### src/verilog/resv_pkg.sv
// Constants and types shared by the reservation registrar.
// Assumes a single clock domain and plain-port command interface.
`default_nettype none
package resv_pkg;
  // Register action field encodings
  localparam logic [2:0] act_register = 3'h0;
  localparam logic [2:0] act_unregister = 3'h1;
  localparam logic [2:0] act_replace = 3'h2;
  // Command opcodes seen by the checker
  localparam logic [1:0] op_report = 2'h0;
  localparam logic [1:0] op_register = 2'h1;
  localparam logic [1:0] op_acquire = 2'h2;
  localparam logic [1:0] op_release = 2'h3;
  // Completion status codes
  localparam logic [1:0] st_success = 2'h0;
  localparam logic [1:0] st_invalid_opcode = 2'h1;
  localparam logic [1:0] st_conflict = 2'h2;
  // Identify data fields
  localparam int opt_cmd_resv_bit = 5;
  localparam logic [7:0] resv_cap_value = 8'h3f;
  // Notification kinds
  localparam int num_note_kinds = 3;
  localparam logic [1:0] note_reg_preempted = 2'h1;
  localparam logic [1:0] note_resv_released = 2'h2;
  localparam logic [1:0] note_resv_preempted = 2'h3;
  // Reset values
  localparam logic persist_reset = 1'b0;
  typedef enum logic [1:0] {
    st_idle = 2'b00,
    st_look = 2'b01,
    st_done = 2'b11
  } reg_state_e;
endpackage
`default_nettype wire

### src/verilog/resv_key_table.sv
// Key table: one registrant flag and key per namespace and host slot.
// Assumes writes come from the registrar only, one entry per cycle.
`timescale 1ns/1ps
`default_nettype none
module resv_key_table #(
  parameter int num_ns = 4,
  parameter int num_hosts = 4,
  parameter int key_w = 64
) (
  // Clock and reset
  input wire logic clk,
  input wire logic arst_n,
  // Lookup
  input wire logic [$clog2(num_ns)-1:0] rd_ns,
  input wire logic [$clog2(num_hosts)-1:0] rd_host,
  output logic rd_valid,
  output logic [key_w-1:0] rd_key,
  // Update
  input wire logic wr_en,
  input wire logic [$clog2(num_ns)-1:0] wr_ns,
  input wire logic [$clog2(num_hosts)-1:0] wr_host,
  input wire logic wr_valid,
  input wire logic [key_w-1:0] wr_key
);
  localparam int entries = num_ns * num_hosts;
  localparam int idx_w = $clog2(entries);
  logic [entries-1:0] valid;
  logic [key_w-1:0] key [entries];
  logic [idx_w-1:0] rd_idx;
  logic [idx_w-1:0] wr_idx;

  // Entry index from namespace and host
  assign rd_idx = idx_w'(rd_ns * num_hosts + rd_host);
  assign wr_idx = idx_w'(wr_ns * num_hosts + wr_host);
  assign rd_valid = valid[rd_idx];
  assign rd_key = key[rd_idx];

  // One flag and key per entry, updated together
  genvar g;
  generate
    for (g = 0; g < entries; g++) begin : g_ent
      always_ff @(posedge clk or negedge arst_n) begin
        if (!arst_n) begin
          valid[g] <= 1'b0;
          key[g] <= '0;
        end else if (wr_en && wr_idx == idx_w'(g)) begin
          valid[g] <= wr_valid;
          key[g] <= wr_key;
        end
      end
    end
  endgenerate
endmodule
`default_nettype wire

### src/verilog/resv_note_gate.sv
// Notification gate: filters reservation notifications by kind and namespace mask.
// Assumes one notification per cycle at most.
`timescale 1ns/1ps
`default_nettype none
module resv_note_gate #(
  parameter int num_ns = 4
) (
  // Clock and reset
  input wire logic clk,
  input wire logic arst_n,
  // Mask, one bit per kind per namespace
  input wire logic [num_ns*resv_pkg::num_note_kinds-1:0] note_mask,
  // Incoming notification
  input wire logic note_valid,
  input wire logic [1:0] note_kind,
  input wire logic [$clog2(num_ns)-1:0] note_ns,
  input wire logic note_attached,
  // Log entry creation
  output logic log_create,
  output logic [1:0] log_kind,
  output logic [$clog2(num_ns)-1:0] log_ns
);
  logic masked;
  logic kind_ok;

  // Mask lookup per namespace and kind
  assign kind_ok = note_kind != 2'h0;
  assign masked = kind_ok &&
    note_mask[note_ns * resv_pkg::num_note_kinds + int'(note_kind) - 1];

  // Log entry pulse for unmasked notifications
  always_ff @(posedge clk or negedge arst_n) begin
    if (!arst_n) begin
      log_create <= 1'b0;
      log_kind <= 2'h0;
      log_ns <= '0;
    end else begin
      log_create <= note_valid && kind_ok && note_attached && !masked;
      if (note_valid) begin
        log_kind <= note_kind;
        log_ns <= note_ns;
      end
    end
  end
endmodule
`default_nettype wire

### src/verilog/resv_registrar.sv
// Reservation registrar: support checks, key registration, conflict checks.
// Assumes commands arrive on plain ports, one at a time, with host slot resolved.
//
// What this block does
// - Reservation commands abort invalid-opcode unless controller and namespace support them.
// - Controller identify reports support in optional command bit five.
// - Command on reserved namespace without rights aborts with conflict.
// - Capable namespace reports nonzero capability; others report zero.
// - Table holds a key per host slot per namespace; never exhausted.
// - All controllers share one support setting for the subsystem.
// - Supporting controller implements the reservation commands and features; only register acts here, acquire, release and report change nothing.
// - Each capable namespace keeps a power-loss persist state flag.
// - Three notification kinds; unmasked ones on attached namespaces log entries.
// - Masked notifications, per kind and namespace, create no log entry.
// - Registrations keyed by host identifier, shared across its controllers.
// - Register action 000b with new key records the host as registrant.
// - Re-registering with the same key is accepted.
// - Re-registering with a different key aborts with conflict.
// - Identical keys across different hosts are allowed.
// - Replace action 010b carries current and new key.
// - Replace with mismatched current key aborts with conflict.
// - Ignore-existing-key on replace installs new key unconditionally.
// - Replacing a key leaves the reservation untouched.
// - Unregister 001b needs registration and, unless ignore-existing-key is set, a matching key, else conflict.
`timescale 1ns/1ps
`default_nettype none
module resv_registrar #(
  parameter int num_ns = 4,
  parameter int num_hosts = 4,
  parameter int key_w = 64
) (
  // Clock and reset
  input wire logic clk,
  input wire logic arst_n,
  // Configuration
  input wire logic ctrl_resv_support,
  input wire logic [num_ns-1:0] ns_resv_support,
  input wire logic [num_ns-1:0] ns_attached,
  input wire logic [num_ns*resv_pkg::num_note_kinds-1:0] note_mask,
  input wire logic [num_ns-1:0] persist_set_en,
  input wire logic persist_set_value,
  // Command request
  input wire logic cmd_valid,
  input wire logic cmd_is_resv,
  input wire logic [1:0] cmd_op,
  input wire logic [$clog2(num_ns)-1:0] cmd_ns,
  input wire logic [$clog2(num_hosts)-1:0] cmd_host,
  input wire logic cmd_has_rights,
  input wire logic [2:0] cmd_action,
  input wire logic cmd_ignore_key,
  input wire logic [key_w-1:0] cmd_current_key,
  input wire logic [key_w-1:0] cmd_new_key,
  // Reservation held per namespace
  input wire logic [num_ns-1:0] ns_reserved,
  // Notifications from reservation logic
  input wire logic note_valid,
  input wire logic [1:0] note_kind,
  input wire logic [$clog2(num_ns)-1:0] note_ns,
  // Completion
  output logic cpl_valid,
  output logic [1:0] cpl_status,
  output logic busy,
  // Identify data
  output logic [7:0] optional_command_support_field,
  output logic [num_ns*8-1:0] reservation_capability_field,
  output logic [num_ns-1:0] power_loss_persist_state,
  // Notification log
  output logic log_create,
  output logic [1:0] log_kind,
  output logic [$clog2(num_ns)-1:0] log_ns
);
  resv_pkg::reg_state_e state;
  logic [1:0] op;
  logic [$clog2(num_ns)-1:0] ns;
  logic [$clog2(num_hosts)-1:0] host;
  logic [2:0] action;
  logic ignore_key;
  logic rights;
  logic reserved;
  logic supported;
  logic [key_w-1:0] cur_key;
  logic [key_w-1:0] new_key;
  logic rd_valid;
  logic [key_w-1:0] rd_key;
  logic wr_en;
  logic wr_valid;
  logic [key_w-1:0] wr_key;
  logic [1:0] next_status;

  // Per-host key table, one slot per host and namespace
  resv_key_table #(.num_ns(num_ns), .num_hosts(num_hosts), .key_w(key_w)) u_table (
    .clk(clk),
    .arst_n(arst_n),
    .rd_ns(ns),
    .rd_host(host),
    .rd_valid(rd_valid),
    .rd_key(rd_key),
    .wr_en(wr_en),
    .wr_ns(ns),
    .wr_host(host),
    .wr_valid(wr_valid),
    .wr_key(wr_key)
  );

  // Notification filter
  resv_note_gate #(.num_ns(num_ns)) u_gate (
    .clk(clk),
    .arst_n(arst_n),
    .note_mask(note_mask),
    .note_valid(note_valid),
    .note_kind(note_kind),
    .note_ns(note_ns),
    .note_attached(ns_attached[note_ns]),
    .log_create(log_create),
    .log_kind(log_kind),
    .log_ns(log_ns)
  );

  // --------------------------------------------------------------
  // Command capture
  // --------------------------------------------------------------
  // Latch command fields when idle
  always_ff @(posedge clk or negedge arst_n) begin
    if (!arst_n) begin
      op <= resv_pkg::op_report;
      ns <= '0;
      host <= '0;
      action <= resv_pkg::act_register;
      ignore_key <= 1'b0;
      rights <= 1'b0;
      reserved <= 1'b0;
      supported <= 1'b0;
      cur_key <= '0;
      new_key <= '0;
    end else if (state == resv_pkg::st_idle && cmd_valid) begin
      op <= cmd_is_resv ? cmd_op : resv_pkg::op_report;
      ns <= cmd_ns;
      host <= cmd_host;
      action <= cmd_action;
      ignore_key <= cmd_ignore_key;
      rights <= cmd_has_rights;
      reserved <= ns_reserved[cmd_ns];
      supported <= !cmd_is_resv || (ctrl_resv_support && ns_resv_support[cmd_ns]);
      cur_key <= cmd_current_key;
      new_key <= cmd_new_key;
    end
  end

  // --------------------------------------------------------------
  // Decision
  // --------------------------------------------------------------
  // Status and table update from the looked-up entry
  always_comb begin
    next_status = resv_pkg::st_success;
    wr_en = 1'b0;
    wr_valid = rd_valid;
    wr_key = rd_key;
    if (!supported) begin
      next_status = resv_pkg::st_invalid_opcode;
    end else if (reserved && !rights) begin
      next_status = resv_pkg::st_conflict;
    end else if (op == resv_pkg::op_register) begin
      if (action == resv_pkg::act_register) begin
        if (rd_valid && rd_key != new_key) begin
          next_status = resv_pkg::st_conflict;
        end else begin
          wr_en = 1'b1;
          wr_valid = 1'b1;
          wr_key = new_key;
        end
      end else if (action == resv_pkg::act_replace) begin
        if (!ignore_key && (!rd_valid || rd_key != cur_key)) begin
          next_status = resv_pkg::st_conflict;
        end else begin
          wr_en = 1'b1;
          wr_valid = 1'b1;
          wr_key = new_key;
        end
      end else if (action == resv_pkg::act_unregister) begin
        if (!rd_valid || (!ignore_key && rd_key != cur_key)) begin
          next_status = resv_pkg::st_conflict;
        end else begin
          wr_en = 1'b1;
          wr_valid = 1'b0;
          wr_key = '0;
        end
      end
    end
    if (state != resv_pkg::st_look) begin
      wr_en = 1'b0;
    end
  end

  // --------------------------------------------------------------
  // Sequencing
  // --------------------------------------------------------------
  // Idle, look up, complete
  always_ff @(posedge clk or negedge arst_n) begin
    if (!arst_n) begin
      state <= resv_pkg::st_idle;
    end else begin
      case (state)
        resv_pkg::st_idle: begin
          if (cmd_valid) begin
            state <= resv_pkg::st_look;
          end
        end
        resv_pkg::st_look: begin
          state <= resv_pkg::st_done;
        end
        default: begin
          state <= resv_pkg::st_idle;
        end
      endcase
    end
  end

  // Completion pulse and status
  always_ff @(posedge clk or negedge arst_n) begin
    if (!arst_n) begin
      cpl_valid <= 1'b0;
      cpl_status <= resv_pkg::st_success;
      busy <= 1'b0;
    end else begin
      cpl_valid <= state == resv_pkg::st_look;
      busy <= (state == resv_pkg::st_idle && cmd_valid) || state == resv_pkg::st_look;
      if (state == resv_pkg::st_look) begin
        cpl_status <= next_status;
      end
    end
  end

  // --------------------------------------------------------------
  // Identify data and persist state
  // --------------------------------------------------------------
  // Controller support bit from the subsystem-wide setting
  always_ff @(posedge clk or negedge arst_n) begin
    if (!arst_n) begin
      optional_command_support_field <= 8'h00;
    end else begin
      optional_command_support_field <=
        8'(ctrl_resv_support) << resv_pkg::opt_cmd_resv_bit;
    end
  end

  // Per-namespace capability and persist flag
  genvar g;
  generate
    for (g = 0; g < num_ns; g++) begin : g_ns
      always_ff @(posedge clk or negedge arst_n) begin
        if (!arst_n) begin
          reservation_capability_field[g*8 +: 8] <= 8'h00;
        end else begin
          reservation_capability_field[g*8 +: 8] <=
            ns_resv_support[g] ? resv_pkg::resv_cap_value : 8'h00;
        end
      end
      always_ff @(posedge clk or negedge arst_n) begin
        if (!arst_n) begin
          power_loss_persist_state[g] <= resv_pkg::persist_reset;
        end else if (persist_set_en[g] && ns_resv_support[g]) begin
          power_loss_persist_state[g] <= persist_set_value;
        end
      end
    end
  endgenerate
endmodule
`default_nettype wire
### config.mk
export PLATFORM = sky130hd
export DESIGN_NAME = resv_registrar
export DESIGN_NICKNAME = d
export VERILOG_FILES = /design/src/verilog/resv_pkg.sv /design/src/verilog/resv_key_table.sv /design/src/verilog/resv_note_gate.sv /design/src/verilog/resv_registrar.sv
export SDC_FILE = /design/constraint.sdc
export NUM_CORES = 2
export LEC_CHECK = 0
export BUFFER_PORTS_ARGS = -buffer_cell sky130_fd_sc_hd__buf_2
export CAP_MARGIN = 20
export CORE_MARGIN = 1.5
export CORE_UTILIZATION = 35
export DETAILED_ROUTE_END_ITERATION = 8
export PLACE_DENSITY = 0.56
export SETUP_SLACK_MARGIN = 0.3
export SYNTH_ARGS = -nofsm -noshare
export SYNTH_HDL_FRONTEND = slang
export SYNTH_HIERARCHICAL = 1
export SYNTH_SLANG_ARGS = --single-unit
### constraint.sdc
create_clock -name clk -period 13.9 [get_ports clk]
set_input_delay 1.39 -clock clk [delete_from_list [all_inputs] [get_ports clk]]
set_output_delay 1.39 -clock clk [all_outputs]
set_load 0.02 [all_outputs]
Word level (Yosys, flattened, before mapping)
Cells that the tools add are included.

word-level totals
  register bits = 1221
  latch bits = 0
  RAM bits = 0
  ROM bits = 0
  input port bits = 178
  output and inout port bits = 53
  word-level logic and storage cells = 191
  memories = 0

cells by class
  add/sub/neg operators = 3
  multiply operators = 1
  divide/modulo/power cells = 0
  magnitude comparators = 5
  equal/unequal tests = 23
  shifts and indexed selects = 0
  mux-type cells = 57
  bitwise gates (word level) = 1
  reduce and logical (&&, ||, !) cells = 43

operators by type and width
  operator                                                                count
  64-bit two-way mux                                                      11
  64-bit binary-select mux with 4-bit select                              1
  64-bit inequality test                                                  2
  4-bit == test (second input constant)                                   8
  32-bit by 5-bit < comparator with 1-bit output (second input constant)  1
  32-bit by 1-bit subtractor with 32-bit output (second input constant)   1
  1-bit logical AND                                                       30
  1-bit two-way mux                                                       24
  6-bit two-way mux                                                       4
  2-bit two-way mux                                                       11
  4-bit by 3-bit == test with 1-bit output (second input constant)        4
  1-bit binary-select mux with 4-bit select                               2
  4-bit by 2-bit == test with 1-bit output (second input constant)        2
  1-bit binary-select mux with 2-bit select                               3
  2-bit by 3-bit < comparator with 1-bit output (second input constant)   2
  4-bit by 2-bit adder with 5-bit output                                  1
  5-bit >= comparator (second input constant)                             1
  1-bit logical NOT                                                       5
  4-bit by 5-bit < comparator with 1-bit output (second input constant)   1
  4-bit inverter with 5-bit output                                        1
  4-bit by 2-bit adder with 4-bit output                                  1
  2-bit by 1-bit == test with 1-bit output (second input constant)        2
  4-bit by 1-bit == test with 1-bit output (second input constant)        1
  4-bit logical NOT                                                       1
  10 further kinds                                                        13

Depth between registers and ports, before layout
  depth after elaboration = 17
  depth in mapped cells = 18
  depth with buffers taken out = 13

Modules after synthesis
Netlist, hierarchy kept.

modules (own cells, without submodules)
  module          instances  cells an instance  area each (µm²)  seq. area each (µm²)
  resv_key_table  1          2826               46584.7          26025.0
  resv_registrar  1          665                8484.4           3903.7
  resv_note_gate  1          31                 394.1            125.1

Worst setup path after synthesis
Ideal clock, no wire load.

  kind = flip-flop to flip-flop
  from = register host[0]
  to = register u_table/key[781] in the netlist's numbering
  setup time = 0.125 ns
  data arrival time = 4.847 ns
  data required time = 13.775 ns
  setup slack = 8.928 ns
  cell stages (with the launch flop) = 19
  buffers on the path = 5
  clock period less this slack = 4.972 ns
  cell sequence = dfrtp_1 buf_2 buf_6 buf_2 mux4_2 a22oi_1 nand2_1 xor2_1 nor4_1 nand4_1 nor4_2 and2_4 a22oi_1 a2111oi_0 nor3b_2 nor2b_1 buf_2 buf_4 mux2_2

between the ends
  word-level cells in the longest chain between the ends = 17
  elaborated cells between the ends (all ways) = 36
  classes of those cells = add/sub: 1; eq/ne: 3; mux: 24; bitwise: 1; reduce/logical: 7

RTL lines
  what                                                      line                                          text
  start: declaration                                        resv_registrar.sv:75                          logic [$clog2(num_hosts)-1:0] host;
  start signal: assignment                                  resv_registrar.sv:138                         host <= cmd_host;
  4-bit by 2-bit adder with 4-bit output *                  resv_key_table.sv:33                          assign rd_idx = idx_w'(rd_ns * num_hosts + rd_host);
  4-bit inverter with 5-bit output (implied by the code) *  resv_key_table.sv:36                          assign rd_key = key[rd_idx];
  64-bit binary-select mux with 4-bit select *              resv_key_table.sv:36
  64-bit two-way mux (implied by the code) * (2 in series)  resv_key_table.sv:36
  via rd_key[5]                                             resv_registrar.sv:84                          logic [key_w-1:0] rd_key;
  64-bit inequality test                                    resv_registrar.sv:172, resv_registrar.sv:180
  1-bit logical AND                                         resv_registrar.sv:180                         if (!rd_valid || (!ignore_key && rd_key != cur_key)) begin
  1-bit logical OR                                          resv_registrar.sv:180
  [... 2 more ...]                                          --
  1-bit two-way mux                                         resv_registrar.sv:171                         end else if (action == resv_pkg::act_replace) begin
  1-bit two-way mux *                                       resv_registrar.sv:163                         if (action == resv_pkg::act_register) begin
  1-bit two-way mux *                                       resv_registrar.sv:162                         end else if (op == resv_pkg::op_register) begin
  1-bit two-way mux *                                       resv_registrar.sv:160                         end else if (reserved && !rights) begin
  1-bit two-way mux *                                       resv_registrar.sv:158                         if (!supported) begin
  1-bit two-way mux *                                       resv_registrar.sv:189                         if (state != resv_pkg::st_look) begin
  via wr_en                                                 resv_registrar.sv:85                          logic wr_en;
  1-bit logical AND *                                       resv_key_table.sv:46                          end else if (wr_en && wr_idx == idx_w'(g)) begin
  end signal: indexed assignment                            resv_key_table.sv:48                          key[g] <= wr_key;
  end: declaration                                          resv_key_table.sv:28                          logic [key_w-1:0] key [entries];

Mark *: on every way through the listed nets, which the timed path passes. The rest lies on a longest branch. The select of a mux whose other input is x is not followed.
A chain may end at the register's enable or synchronous reset.

Worst setup path in the final report
  from = register host[0]
  to = register u_table/key[692] in the netlist's numbering

Same word-level chain as after synthesis.

==> results.yml <==
status:
  status: "complete, no violations"
logic_synthesis:
  synth_seq_cells: 1201
  yosys.area_share.simple_pct: 1.581
  synth_top_family_by_area: "multiplexers"
  netlist_top_cells_area: "dfrtp_1, mux2_2, mux4_2"
  syn_area_um2: 55460
  muxShareOfSynthArea_pct: 35.48
  synth_fa_ha_area_share_pct: 0.1263
  yosysUniqueCellTypes: 54
  synth_cells: 3522
  ys.flop_type: "dfrtp_1"
  synth.avg_cell_area_um2: 15.75
  synth_xor_area_share_pct: 2.069
  synth_top_area_share_pct: 54.19
  synth_edf_count: 0
  synth_compound_area_share_pct: 3.199
  synth_commonest_cells: "dfrtp_1, mux2_2, mux4_2"
  post-synth-top-count-cell: "dfrtp_1"
  yosysTopAreaCell: "dfrtp_1"
  yosysWarnings: 6
  async_flop_share_pct: 100.0
  ys_seq_area_share_pct: 54.19
min_path:
  whs_path_depth: 2
  hp-class: "flop to flop"
  hold_end: "cpl_status[0]$_DFFE_PN0P_"
  hold_start: "cpl_status[0]$_DFFE_PN0P_"
detailed_routing:
  drt_iter0_markers: 2188
  antenna_left: 0
  post_drt_wl_per_cell_um: 27.46
  drt_pass1_iterations: 7
  finalWirelength_mm: 158.7
  vias_per_cell: 5.480
  vias: 31670
  drc_errors: 0
worst_setup_path:
  r2r_setup_slack_ns: 4.63
  required_ns: 14.52
  cpLargestDelayFamily: "simple AND/OR/NAND/NOR gates"
  critPathArrivalTime_ns: 9.89
  crit_path_max_fanout: 42
  worst_r2r_endpoint: "u_table/key[692]$_DFFE_PN0P_"
  critPathKind: "flop to flop"
  path_common_cell: "buf_4"
  path_depth: 17
  r2r-start: "host[0]$_DFFE_PN0P_"
  endpoint_kind: "flop"
  rr_worst_depth: 17
  cp_cell_sequence: "buf_4 > buf_4 > mux4_2 > a22oi_1 > nand2_1 > xor2_1 > nor4_1 > nand4_1 > nor4_2 > and2_4 > a22oi_1 > a2111oi_0 > nand3b_1 > nor2_4 > buf_4 > buf_4 > mux2_2"
  cp_num_buf_inv: 4
  crit_path_max_incr_delay_ns: 0.96
  critPathSlowestCell: "a2111oi_0"
  startpoint_type: "flop"
sta:
  finalCritPeriodShare_pct: 66.66
  finalHoldViolCount: 0
  tns_ns: 0
  max_freq_ghz: 0.1079
  slew_viol_final: 0
  grt_setup_unrepaired: "false"
  relSlewSlack_pct: 25.50
  setup_viol: 0
  period_minus_slack_ns: 9.265
  fin_skew_ns: 0.03352
  worstMarginPinSlew_ns: 1.115
clock_tree:
  clk_path_buf_depth: 3
  htree_levels: 4
  numCtsBuffers: 133
  hold_buffers: 0
  clkTransAtPathRegs_ns: 0.06
  clk_latency_ns: 0.77
  cts_root_buffer: "clkbuf_16"
  clkSinkCount: 1201
  cts_setup_buffers: 0
  ctsResizeCount: 0
  cts_tree: "done"
grt:
  grt_use_total_pct: 19.79
  grt_start_max_net_pins: 179
  grt_pass1_wl_mm: 234.6
  grt_pass1_vias: 33250
  antenna_found_initial: 3
  grt.overflow.total: 0
power:
  power.density_nw_per_um2: 156.3
  switching_share_pct: 32.76
  cellLeakagePower_nw: 29.69
  p_comb_share_pct: 20.4
  p_seq_share_pct: 43.0
  clockPowerShare_pct: 36.5
  p_int_w: 0.006566
  ir_worst_vdd_mv: 0.1397
  p_sw_w: 0.003199
die:
  row_count: 145
  core_region_area_um2: 156800
  dieArea_um2: 160900
  die_h_um: 401.1
  ios: 231
  die_w_um: 401.1
  initial_core_util_pct: 35.38
run:
  drv_cap: 0
placement:
  dp.cells: 5539
  dp_hpwl_mm: 92.30
  portBuffers: 215
  placed_area_um2: 58020
  gp_congestion: 0.7785
layout:
  drive_above_1_share_pct: 54.17
  areaGrowthSynthToFinish_pct: 12.64
  fill_cells: 14570
  design_area_um2: 62470
  finalNonFillerCells: 5778
  finalNetCount: 3802
## how the worst max path moves through the flow
| stage | startpoint | end | slack [ns] |
|---|---|---|---|
| 3_5_place_dp | host[0]$_DFFE_PN0P_ | u_table/key[535]$_DFFE_PN0P_ | 4.54 |
| 2_1_floorplan | host[0]$_DFFE_PN0P_ | u_table/key[781]$_DFFE_PN0P_ | 8.93 |
| 4_1_cts | host[0]$_DFFE_PN0P_ | u_table/key[556]$_DFFE_PN0P_ | 4.51 |
| 5_1_grt | host[0]$_DFFE_PN0P_ | u_table/key[690]$_DFFE_PN0P_ | 4.11 |
| 3_3_place_gp | host[0]$_DFFE_PN0P_ | u_table/key[525]$_DFFE_PN0P_ | 4.47 |
| 6_report | host[0]$_DFFE_PN0P_ | u_table/key[692]$_DFFE_PN0P_ | 4.63 |
## registers in the layout (all words and copies together), names as in the netlist, 2 cells and up
register	count
power_loss_persist_state	4
new_key	64
cpl_status	2
reservation_capability_field	4
ns	2
u_gate/log_ns	2
op	2
action	3
u_table/key	1024
cur_key	64
u_gate/log_kind	2
host	2
u_table/valid	16
state	2
## cells in the final DEF, fill, tap and decap left out, drive strengths merged, types with 22 or more instances in the layout
cell | netlist | layout
a22oi | 132 | 132
xnor2 | 66 | 66
nor4 | 22 | 22
xor2 | 65 | 65
mux4 | 265 | 265
nand2 | 76 | 76
buf | 209 | 278
mux2 | 1186 | 1186
a22o | 63 | 63
clkbuf | 120 | 197
dfrtp | 1201 | 1201
## layer usage
layer	global-route usage [%]	up-vias	share of wire, %
li1	-	13230	-
met5	0	-	0
met1	29.05	17410	47
met4	4.643	0	1.8
met3	4.975	175	6.7
met2	29.24	856	44
## stage by stage
stage | util [%] | hold WS (ns) | setup slack [ns] | total power (W)
global route | 39.85 | 0.5092 | 4.106 | 0.01015
global placement | 37.01 | 0.4618 | 4.465 | 0.006256
floorplan | - | 0.4719 | 8.928 | 0.005286
CTS | 39.81 | 0.4877 | 4.509 | 0.009864
detailed placement | 37.01 | 0.4741 | 4.539 | 0.006267
finish | 39.85 | 0.4816 | 4.635 | 0.009765
## cell type report
| class | count | area, µm² | area share [%] |
|---|---|---|---|
| inverter | 8 | 30.03 | 0.04807 |
| multi-input combinational | 1997 | 23740 | 38.00 |
| clock inverter | 37 | 471.7 | 0.7551 |
| tap | 2058 | 2575 | 4.122 |
| antenna | 2 | 5.005 | 0.008011 |
| clock buffer | 197 | 3914 | 6.265 |
| timing repair buffer | 278 | 1674 | 2.680 |
| sequential | 1201 | 30060 | 48.12 |
## cell families (layout without fill, tap and decap cells)
family,after synthesis,in the layout
multiplexers,1455,1455
flip-flops,1201,1201
buffers and inverters,338,520
AO/OA/AOI/OAI,218,218
AND/OR/NAND/NOR,173,173
XOR/XNOR,131,131
adder cells (fa/ha/maj),5,5
other,1,17
## worst reg2reg max path, cell delays in order, from the launching register on
cell,delay [ns]
dfrtp_4,0.91
buf_4,0.83
buf_4,0.52
mux4_2,0.58
a22oi_1,0.23
nand2_1,0.19
xor2_1,0.29
nor4_1,0.65
nand4_1,0.19
nor4_2,0.50
and2_4,0.27
a22oi_1,0.07
a2111oi_0,0.96
nand3b_1,0.48
nor2_4,0.78
buf_4,0.67
buf_4,0.61
mux2_2,0.41
## power by group through the flow
stage	combinational, W	sequential (W)	clock (W)
2_1_floorplan	0.00134	0.00394	0
3_3_place_gp	0.00200	0.00426	0
3_5_place_dp	0.00201	0.00426	0
4_1_cts	0.00201	0.00420	0.00365
5_1_grt	0.00210	0.00423	0.00382
6_report	0.00199	0.00420	0.00357
Note: power is estimated with default switching activity, not from simulation.
